### src/inc/bpt_pkg.sv
// Package: register map, field layout, reset values and carrier types of the byte port.
`default_nettype none
package bpt_pkg;
    // ****************************************
    // Register indices and byte addresses
    // ****************************************
    localparam logic [7:0] BPT_IDX_DATA = 8'h38;
    localparam logic [7:0] BPT_IDX_XSEL = 8'h3C;
    localparam logic [7:0] BPT_IDX_FUNC = 8'h3D;
    localparam logic [7:0] BPT_IDX_DRIVE = 8'h3E;
    localparam logic [7:0] BPT_IDX_DIR = 8'h3F;
    localparam logic [7:0] BPT_ADDR_DATA = {BPT_IDX_DATA[5:0], 2'b00};
    localparam logic [7:0] BPT_ADDR_XSEL = {BPT_IDX_XSEL[5:0], 2'b00};
    localparam logic [7:0] BPT_ADDR_FUNC = {BPT_IDX_FUNC[5:0], 2'b00};
    localparam logic [7:0] BPT_ADDR_DRIVE = {BPT_IDX_DRIVE[5:0], 2'b00};
    localparam logic [7:0] BPT_ADDR_DIR = {BPT_IDX_DIR[5:0], 2'b00};

    // ****************************************
    // Field positions
    // ****************************************
    localparam int unsigned BPT_XSEL_LO_LSB = 0;
    localparam int unsigned BPT_XSEL_HI_LSB = 4;
    localparam int unsigned BPT_BIT_SCLK_SECOND = 0;
    localparam int unsigned BPT_BIT_SCLK_FIRST = 1;
    localparam int unsigned BPT_PWM_LSB = 4;
    // Pins that own an alternate output; bits 2 and 3 have none.
    localparam logic [7:0] BPT_ALT_MASK = 8'hF3;

    // ****************************************
    // Transfer clock sources
    // ****************************************
    typedef enum logic [1:0] {
        BPT_XCLK_HALF,
        BPT_XCLK_TA1,
        BPT_XCLK_TB1,
        BPT_XCLK_TB2
    } bpt_xclk_t;

    // ****************************************
    // Reset values
    // ****************************************
    localparam logic [7:0] BPT_RST_DIR = 8'h00;
    localparam logic [7:0] BPT_RST_DRIVE = 8'h00;
    localparam logic [7:0] BPT_RST_FUNC = 8'h00;
    localparam logic [7:0] BPT_RST_BUF = 8'h00;
    localparam logic [7:0] BPT_RST_PINREG = 8'h00;
    localparam bpt_xclk_t BPT_RST_XSEL = BPT_XCLK_HALF;
    localparam logic [31:0] BPT_RDATA_NONE = 32'h0000_0000;

    // ****************************************
    // Carrier types
    // ****************************************
    typedef struct packed {
        logic [3:0] pwm;
        logic sclkFirst;
        logic sclkSecond;
    } bpt_alt_t;

    typedef struct packed {
        logic a1;
        logic b1;
        logic b2;
    } bpt_tstrb_t;

    typedef struct packed {
        logic q1;
        logic i1;
        logic q2;
        logic i2;
    } bpt_quad_t;
endpackage
`default_nettype wire

### src/logic/bpt_pin_sync.sv
// Two-stage synchroniser for the port pin levels.
`default_nettype none
module bpt_pin_sync #(
    parameter int unsigned WIDTH = 8
) (
    input wire logic clock,              // System clock.
    input wire logic rst_n,              // Asynchronous reset, active low.
    input wire logic ce,                 // Clock enable; state holds while low.
    input wire logic [WIDTH-1:0] asyncIn, // Raw pin levels.
    output logic [WIDTH-1:0] syncOut     // Levels after two flip-flops.
);
    logic [WIDTH-1:0] meta_q;
    logic [WIDTH-1:0] sync_q;

    // The first stage feeds only the second stage.
    always_ff @(posedge clock or negedge rst_n)
    begin
        if (!rst_n)
        begin
            meta_q <= '0;
            sync_q <= '0;
        end
        else if (ce)
        begin
            meta_q <= asyncIn;
            sync_q <= meta_q;
        end
    end

    assign syncOut = sync_q;
endmodule
`default_nettype wire

### src/logic/bpt_port.sv
// Eight-bit general-purpose port with timed output update, reached over APB.
`default_nettype none
module bpt_port #(
    parameter int unsigned ADDR_W = 8
) (
    input wire logic clock,                  // System clock, 100 MHz.
    input wire logic rst_n,                  // Asynchronous reset, active low.
    input wire logic ce,                     // Clock enable; all state holds while low.
    input wire logic psel,                   // APB select.
    input wire logic penable,                // APB enable.
    input wire logic pwrite,                 // APB direction, high for write.
    input wire logic [ADDR_W-1:0] paddr,     // APB byte address.
    input wire logic [31:0] pwdata,          // APB write data.
    output logic [31:0] prdata,              // APB read data, registered.
    output logic pready,                     // APB ready.
    output logic pslverr,                    // APB error on unmapped address.
    input wire logic [7:0] pinIn,            // Pin levels from the pads.
    output logic [7:0] pinOut,               // Pin output values.
    output logic [7:0] pinOe,                // Pin output enables, high drives.
    input wire bpt_pkg::bpt_alt_t altIn,     // Alternate output sources.
    input wire bpt_pkg::bpt_tstrb_t tmrStb,  // Timer strobes, one cycle each.
    input wire logic [1:0] serialIntClk,     // Bit 0 second, bit 1 first channel.
    input wire logic quadUpper,              // High takes decoder inputs from 4-7.
    output bpt_pkg::bpt_quad_t quadOut       // Decoder inputs, registered.
);
    // ****************************************
    // Register state
    // ****************************************
    logic [7:0] dir_q;
    logic [7:0] drive_q;
    logic [7:0] func_q;
    logic [7:0] buf_q;
    logic [7:0] pinReg_q;
    bpt_pkg::bpt_xclk_t xselLo_q;
    bpt_pkg::bpt_xclk_t xselHi_q;
    logic half_q;
    logic [31:0] prdata_q;
    bpt_pkg::bpt_quad_t quad_q;
    logic [7:0] pinSync;

    // ****************************************
    // Pin input synchroniser
    // ****************************************
    bpt_pin_sync #(
        .WIDTH(8)
    ) u_sync (
        .clock(clock),
        .rst_n(rst_n),
        .ce(ce),
        .asyncIn(pinIn),
        .syncOut(pinSync)
    );

    // ****************************************
    // APB decode
    // ****************************************
    wire setupPh = psel & ~penable;
    wire accessPh = psel & penable;
    wire hitData = paddr == ADDR_W'(bpt_pkg::BPT_ADDR_DATA);
    wire hitXsel = paddr == ADDR_W'(bpt_pkg::BPT_ADDR_XSEL);
    wire hitFunc = paddr == ADDR_W'(bpt_pkg::BPT_ADDR_FUNC);
    wire hitDrive = paddr == ADDR_W'(bpt_pkg::BPT_ADDR_DRIVE);
    wire hitDir = paddr == ADDR_W'(bpt_pkg::BPT_ADDR_DIR);
    wire mapped = hitData | hitXsel | hitFunc | hitDrive | hitDir;
    wire wrStb = ce & accessPh & pwrite & mapped;
    wire rdCapture = ce & setupPh & ~pwrite;
    wire [31:0] rdNext = hitData ? {24'h00_0000, pinSync} : bpt_pkg::BPT_RDATA_NONE;

    // Zero wait states; a held-low clock enable stretches the access phase.
    assign pready = ce;
    assign pslverr = accessPh & ~mapped;
    assign prdata = prdata_q;

    // ****************************************
    // Transfer strobes
    // ****************************************
    function automatic logic pickStrobe(
        input bpt_pkg::bpt_xclk_t sel,
        input logic half,
        input bpt_pkg::bpt_tstrb_t t
    );
        logic s;
        s = 1'b0;
        unique case (sel)
            bpt_pkg::BPT_XCLK_HALF: s = half;
            bpt_pkg::BPT_XCLK_TA1: s = t.a1;
            bpt_pkg::BPT_XCLK_TB1: s = t.b1;
            bpt_pkg::BPT_XCLK_TB2: s = t.b2;
        endcase
        return s;
    endfunction

    wire xferLo = ce & pickStrobe(xselLo_q, half_q, tmrStb);
    wire xferHi = ce & pickStrobe(xselHi_q, half_q, tmrStb);

    // ****************************************
    // Pad drive
    // ****************************************
    wire [7:0] forceOut = {6'h00, serialIntClk[1], serialIntClk[0]};
    wire [7:0] dirEff = dir_q | forceOut;
    wire [7:0] altVec = {altIn.pwm, pinReg_q[3:2], altIn.sclkFirst, altIn.sclkSecond};
    wire [7:0] useAlt = func_q & bpt_pkg::BPT_ALT_MASK;
    wire [7:0] srcVal = (useAlt & altVec) | (~useAlt & pinReg_q);

    genvar gi;
    generate
        for (gi = 0; gi < 8; gi++)
        begin : g_pad
            assign pinOut[gi] = drive_q[gi] ? 1'b0 : srcVal[gi];
            assign pinOe[gi] = dirEff[gi] & (~drive_q[gi] | ~srcVal[gi]);
        end
    endgenerate

    // ****************************************
    // Control registers
    // ****************************************
    // Direction register and its reset.
    always_ff @(posedge clock or negedge rst_n)
    begin
        if (!rst_n)
            dir_q <= bpt_pkg::BPT_RST_DIR;
        else if (wrStb && hitDir)
            dir_q <= pwdata[7:0];
    end

    // Drive type reset is arbitrary; direction keeps pins as inputs.
    always_ff @(posedge clock or negedge rst_n)
    begin
        if (!rst_n)
            drive_q <= bpt_pkg::BPT_RST_DRIVE;
        else if (wrStb && hitDrive)
            drive_q <= pwdata[7:0];
    end

    always_ff @(posedge clock or negedge rst_n)
    begin
        if (!rst_n)
            func_q <= bpt_pkg::BPT_RST_FUNC;
        else if (wrStb && hitFunc)
            func_q <= pwdata[7:0];
    end

    // Only the two select fields are stored.
    always_ff @(posedge clock or negedge rst_n)
    begin
        if (!rst_n)
        begin
            xselLo_q <= bpt_pkg::BPT_RST_XSEL;
            xselHi_q <= bpt_pkg::BPT_RST_XSEL;
        end
        else if (wrStb && hitXsel)
        begin
            xselLo_q <= bpt_pkg::bpt_xclk_t'(pwdata[bpt_pkg::BPT_XSEL_LO_LSB +: 2]);
            xselHi_q <= bpt_pkg::bpt_xclk_t'(pwdata[bpt_pkg::BPT_XSEL_HI_LSB +: 2]);
        end
    end

    // ****************************************
    // Output buffer and pin register
    // ****************************************
    // Software write lands in the buffer.
    always_ff @(posedge clock or negedge rst_n)
    begin
        if (!rst_n)
            buf_q <= bpt_pkg::BPT_RST_BUF;
        else if (wrStb && hitData)
            buf_q <= pwdata[7:0];
    end

    // One copy per strobe; a write in the same cycle waits for the next strobe.
    always_ff @(posedge clock or negedge rst_n)
    begin
        if (!rst_n)
            pinReg_q <= bpt_pkg::BPT_RST_PINREG;
        else
        begin
            if (xferLo)
                pinReg_q[3:0] <= buf_q[3:0];
            if (xferHi)
                pinReg_q[7:4] <= buf_q[7:4];
        end
    end

    // Half-rate strobe: high on every other enabled cycle.
    always_ff @(posedge clock or negedge rst_n)
    begin
        if (!rst_n)
            half_q <= 1'b0;
        else if (ce)
            half_q <= ~half_q;
    end

    // ****************************************
    // Read data and decoder feed
    // ****************************************
    // Read data captured from the live pins in the setup phase.
    always_ff @(posedge clock or negedge rst_n)
    begin
        if (!rst_n)
            prdata_q <= bpt_pkg::BPT_RDATA_NONE;
        else if (rdCapture)
            prdata_q <= rdNext;
    end

    // Decoder inputs from either nibble, same bit order.
    wire [3:0] quadNib = quadUpper ? pinSync[7:4] : pinSync[3:0];

    always_ff @(posedge clock or negedge rst_n)
    begin
        if (!rst_n)
            quad_q <= '0;
        else if (ce)
            quad_q <= '{q1: quadNib[0], i1: quadNib[1], q2: quadNib[2], i2: quadNib[3]};
    end

    assign quadOut = quad_q;
endmodule
`default_nettype wire

### config.mk
export PLATFORM = sky130hd
export DESIGN_NAME = bpt_port
export DESIGN_NICKNAME = d
export VERILOG_FILES = /design/src/inc/bpt_pkg.sv /design/src/logic/bpt_pin_sync.sv /design/src/logic/bpt_port.sv
export SDC_FILE = /design/constraint.sdc
export NUM_CORES = 1
export LEC_CHECK = 0
export BUFFER_PORTS_ARGS = -buffer_cell sky130_fd_sc_hd__buf_4
export CAP_MARGIN = 15
export CORE_UTILIZATION = 46
export CTS_BUF_LIST = sky130_fd_sc_hd__clkbuf_8
export CTS_CLUSTER_SIZE = 8
export DETAILED_ROUTE_END_ITERATION = 12
export GPL_TIMING_DRIVEN = 0
export PLACE_DENSITY = 0.78
export REMOVE_ABC_BUFFERS = 1
export SLEW_MARGIN = 30
export SYNTH_ARGS = -nofsm -noshare
export SYNTH_HDL_FRONTEND = slang
export SYNTH_SLANG_ARGS = --single-unit
### constraint.sdc
create_clock -name clock -period 1.5 [get_ports clock]
set_input_delay 0.15 -clock clock [delete_from_list [all_inputs] [get_ports clock]]
set_output_delay 0.15 -clock clock [all_outputs]
set_load 0.01 [all_outputs]
==> summary.md <==
| Metric | Value |
|---|---|
| Status | `complete, but fails checks` |
| Failing checks | `setup timing` |
| P per Cell Area | `981 mW/mm^2` |
| CP delay by family, top | `simple AND/OR/NAND/NOR gates` |
| Area after DPL | `0.00379 sq mm` |
| Post-route clock period utilization | `1.04` |
| DR WL met3 | `252 microns` |
| Ys flop type | `dfrtp_1` |
| Post-route cell area | `0.00409 sq mm` |
| Nets@finish | `between 400 and 500` |
| Initial antenna violation count | `0` |
| Total Power | `4.01 mW` |
| N_diodes | `0` |
| Worst setup SP type | `input pin` |
| Final Non-Filler Cells | `439` |
| CP Data Arrival Time | `around 1400 ps` |
| Most frequent cells in the layout | `72 x buf_4, 71 x dfrtp_1, 58 x mux2_2` |
| Initial Utilization | `0.477` |
| Post-synthesis cell type count | `29` |
| Crit path top cell by count | `buf_6` |
| Mapped Area | `~0.0033 sq mm` |
| Layout area overhead | `25.4%` |
| Routed met1 length | `between 2 and 3 mm` |
| # IOs | `120` |
| Final Hold Viols | `0` |
| Setup TNS | `-234 ps` |
| Clock Path Buffers | `2` |
| Routed wl met2 | `between 3 and 4 mm` |
| Dpl cells | `415` |
| Vias | `around 2100` |
| DP HPWL | `~4.2 mm` |
| DRT Wirelength | `just over 6 mm` |
| # fillers | `between 500 and 600` |
| GRT Total Usage | `0.175` |
| Pin count of the biggest net entering global routing | `about 70` |
| Req. time, crit path | `between 1000 and 1500 ps` |
| Die Ht | `roughly 86 microns` |
| Post-synthesis sequential area ratio | `0.545` |
| Leak | `about 2.0 nW` |
| Post-route DRC | `0` |
| Num rows | `30` |
| Top Metal Used | `met4` |
| CTS clk-pin slew, worst paths | `80 ps` |
| CTS tree | `done` |
| Wirelength per Cell | `around 14 microns` |
| Layout cells sized above 1 | `0.469` |
| Max Transition Viols Final | `0` |
| Clk_lat worst skew | `between 300 and 400 ps` |
| Max Cap Violations | `0` |
| Post-route ant nets | `0` |
| Crit path capture type | `output port` |
| Seq. cell area | `around 0.0018 sq mm` |
| RSZ-0062 raised after global routing | `yes` |
| Slew HR | `0.511` |
| Min-Delay Path Class | `in -> reg` |
| Ys async rst share | `1.00` |
| Skew final | `around 11 ps` |
| Pre-antenna DRT Iters | `4` |
| Peak fanout along the critical path | `3` |
| Syn Inst Count | `258` |
| Synth Register Bits | `71` |
| Tmin final | `~1600 ps` |
| Final hold slack | `~45 ps` |
| Slowest CP cell | `or4_4` |
| First-pass GRT wire length | `9.97 mm` |
| H-Tree Depth | `3` |
| First-iteration detailed-routing DRC count | `between 60 and 70` |
| CTS buffer count | `9` |
| CP peak stage delay | `about 550 ps` |
| Vias in the first global route | `2112` |
| Commonest non-fill, non-tap cell in the layout | `buf_4` |
| Number of buffers and inverters on the critical path | `2` |
| Core footprint | `roughly 0.0068 sq mm` |
| Die W | `between 80 and 90 microns` |
| CTS Sinks | `71` |
| Worst Tran Pin Value | `724 ps` |
| PortBufs | `71` |
| Syn Area/Cell | `about 13 sq um` |
| CP cell instances | `buf_6, or4_4, or3_4, and4_4, buf_6` |
| Vias per cell | `4.87` |
| # setup viols final | `9` |
| Critical path class | `in -> out` |
| Root Driver | `clkbuf_8` |
| Fmax | `~0.64 GHz` |
| Synth Warn # | `0` |
| Die ar. | `0.00743 sq mm` |
| Leading post-synthesis cells by cell area | `dfrtp_1 55%, mux2_2 20%, buf_4 5.8%, mux2i_1 4.3%, nand2_1 2.2%` |
| Post-synth EDFFs | `0` |
| Post-synth top area cell | `dfrtp_1` |
| GR Overflow Total | `0` |
| Final Worst Setup Slack | `-63.3 ps` |
| Multi-input gate area | `0.00136 sq mm` |
| Placer Congestion | `about 0.74` |
| Top-area cell type share of the netlist area | `0.545` |
| VDD IR max | `roughly 0.52 mV` |
## flip-flops by register name (all words and copies together), names as in the netlist
signal,cells
buf_q,8
dir_q,8
drive_q,8
pinReg_q,8
prdata,8
u_sync.meta_q,8
u_sync.syncOut,8
func_q,6
quadOut,4
xselHi_q,2
xselLo_q,2
half_q,1
## power by group
group | internal [mW] | switching [mW] | total, mW
Combinational | 0.247 | 0.235 | 0.482
Clock | 0.756 | 0.691 | 1.45
Sequential | 2.01 | 0.0664 | 2.08
Total | 3.01 | 0.993 | 4.01
## what timing repair did
item | in CTS | in global routing
pin swaps | 4 | 3
setup endpoints to repair | 18 | 24
hold buffers | 1 | 0
gates resized for setup | 6 | 5
buffers inserted | 5 | 2
endpoints found under the hold margin | 71 | 0
## routing by layer
layer	up-vias	global-route usage
li1	1007	-
met1	1063	0.232
met2	60	0.278
met3	6	0.0476
met4	0	0.0652
met5	-	0
## stage by stage
step	utilization	setup slack, ps
3_3_place_gp	0.553	-459
5_1_grt	0.598	-77.1
2_1_floorplan	-	-136
4_1_cts	0.593	-115
3_5_place_dp	0.554	-486
6_report	0.598	-63.3
## layout make-up
| cell class | instances | area share |
|---|---|---|
| sequential | 71 | 0.435 |
| multi-input combinational | 170 | 0.332 |
| timing repair buffer | 79 | 0.151 |
| clock buffer | 9 | 0.0303 |
| tap | 96 | 0.0294 |
| clock inverter | 7 | 0.0159 |
| inverter | 7 | 0.00643 |
## cells in the mapped netlist, drive strengths merged (2+ instances only)
library cell	instances
o22ai	2
a21oi	4
nor2	11
mux2i	14
clkbuf	5
dfrtp	71
nand4	3
mux2	58
o22a	2
nand2	19
o21a	4
and4	4
nand2b	2
nor2b	3
buf	28
inv	7
nor4	2
a21boi	2
o21ai	8
## path summary, 6_finish.rpt
path | startpoint | endpoint | slack, ps | cells past startpoint
worst min register to register | prdata[0]$_DFFE_PN0P_ | prdata[0]$_DFFE_PN0P_ | 490 | 2
min in group asynchronous | rst_n | drive_q[7]$_DFFE_PN0P_ | 380 | 2
worst min-delay path | pinIn[3] | u_sync.meta_q[3]$_DFFE_PN0P_ | 40 | 2
worst max register to register | xselHi_q[1]$_DFFE_PN0P_ | pinReg_q[5]$_DFFE_PN0P_ | 160 | 3
worst max-delay path | paddr[1] | pslverr | -60 | 5
max in group asynchronous | rst_n | u_sync.meta_q[7]$_DFFE_PN0P_ | 670 | 2
## logic make-up after synthesis
kind of cell           share of synthesized area
AO/OA/AOI/OAI                             0.0415
buffers and inverters                     0.0749
XOR/XNOR                                 0.00269
multiplexers                               0.243
AND/OR/NAND/NOR                           0.0914
flip-flops                                 0.545
other                                    0.00115
Power figures use the tool's default switching activity.
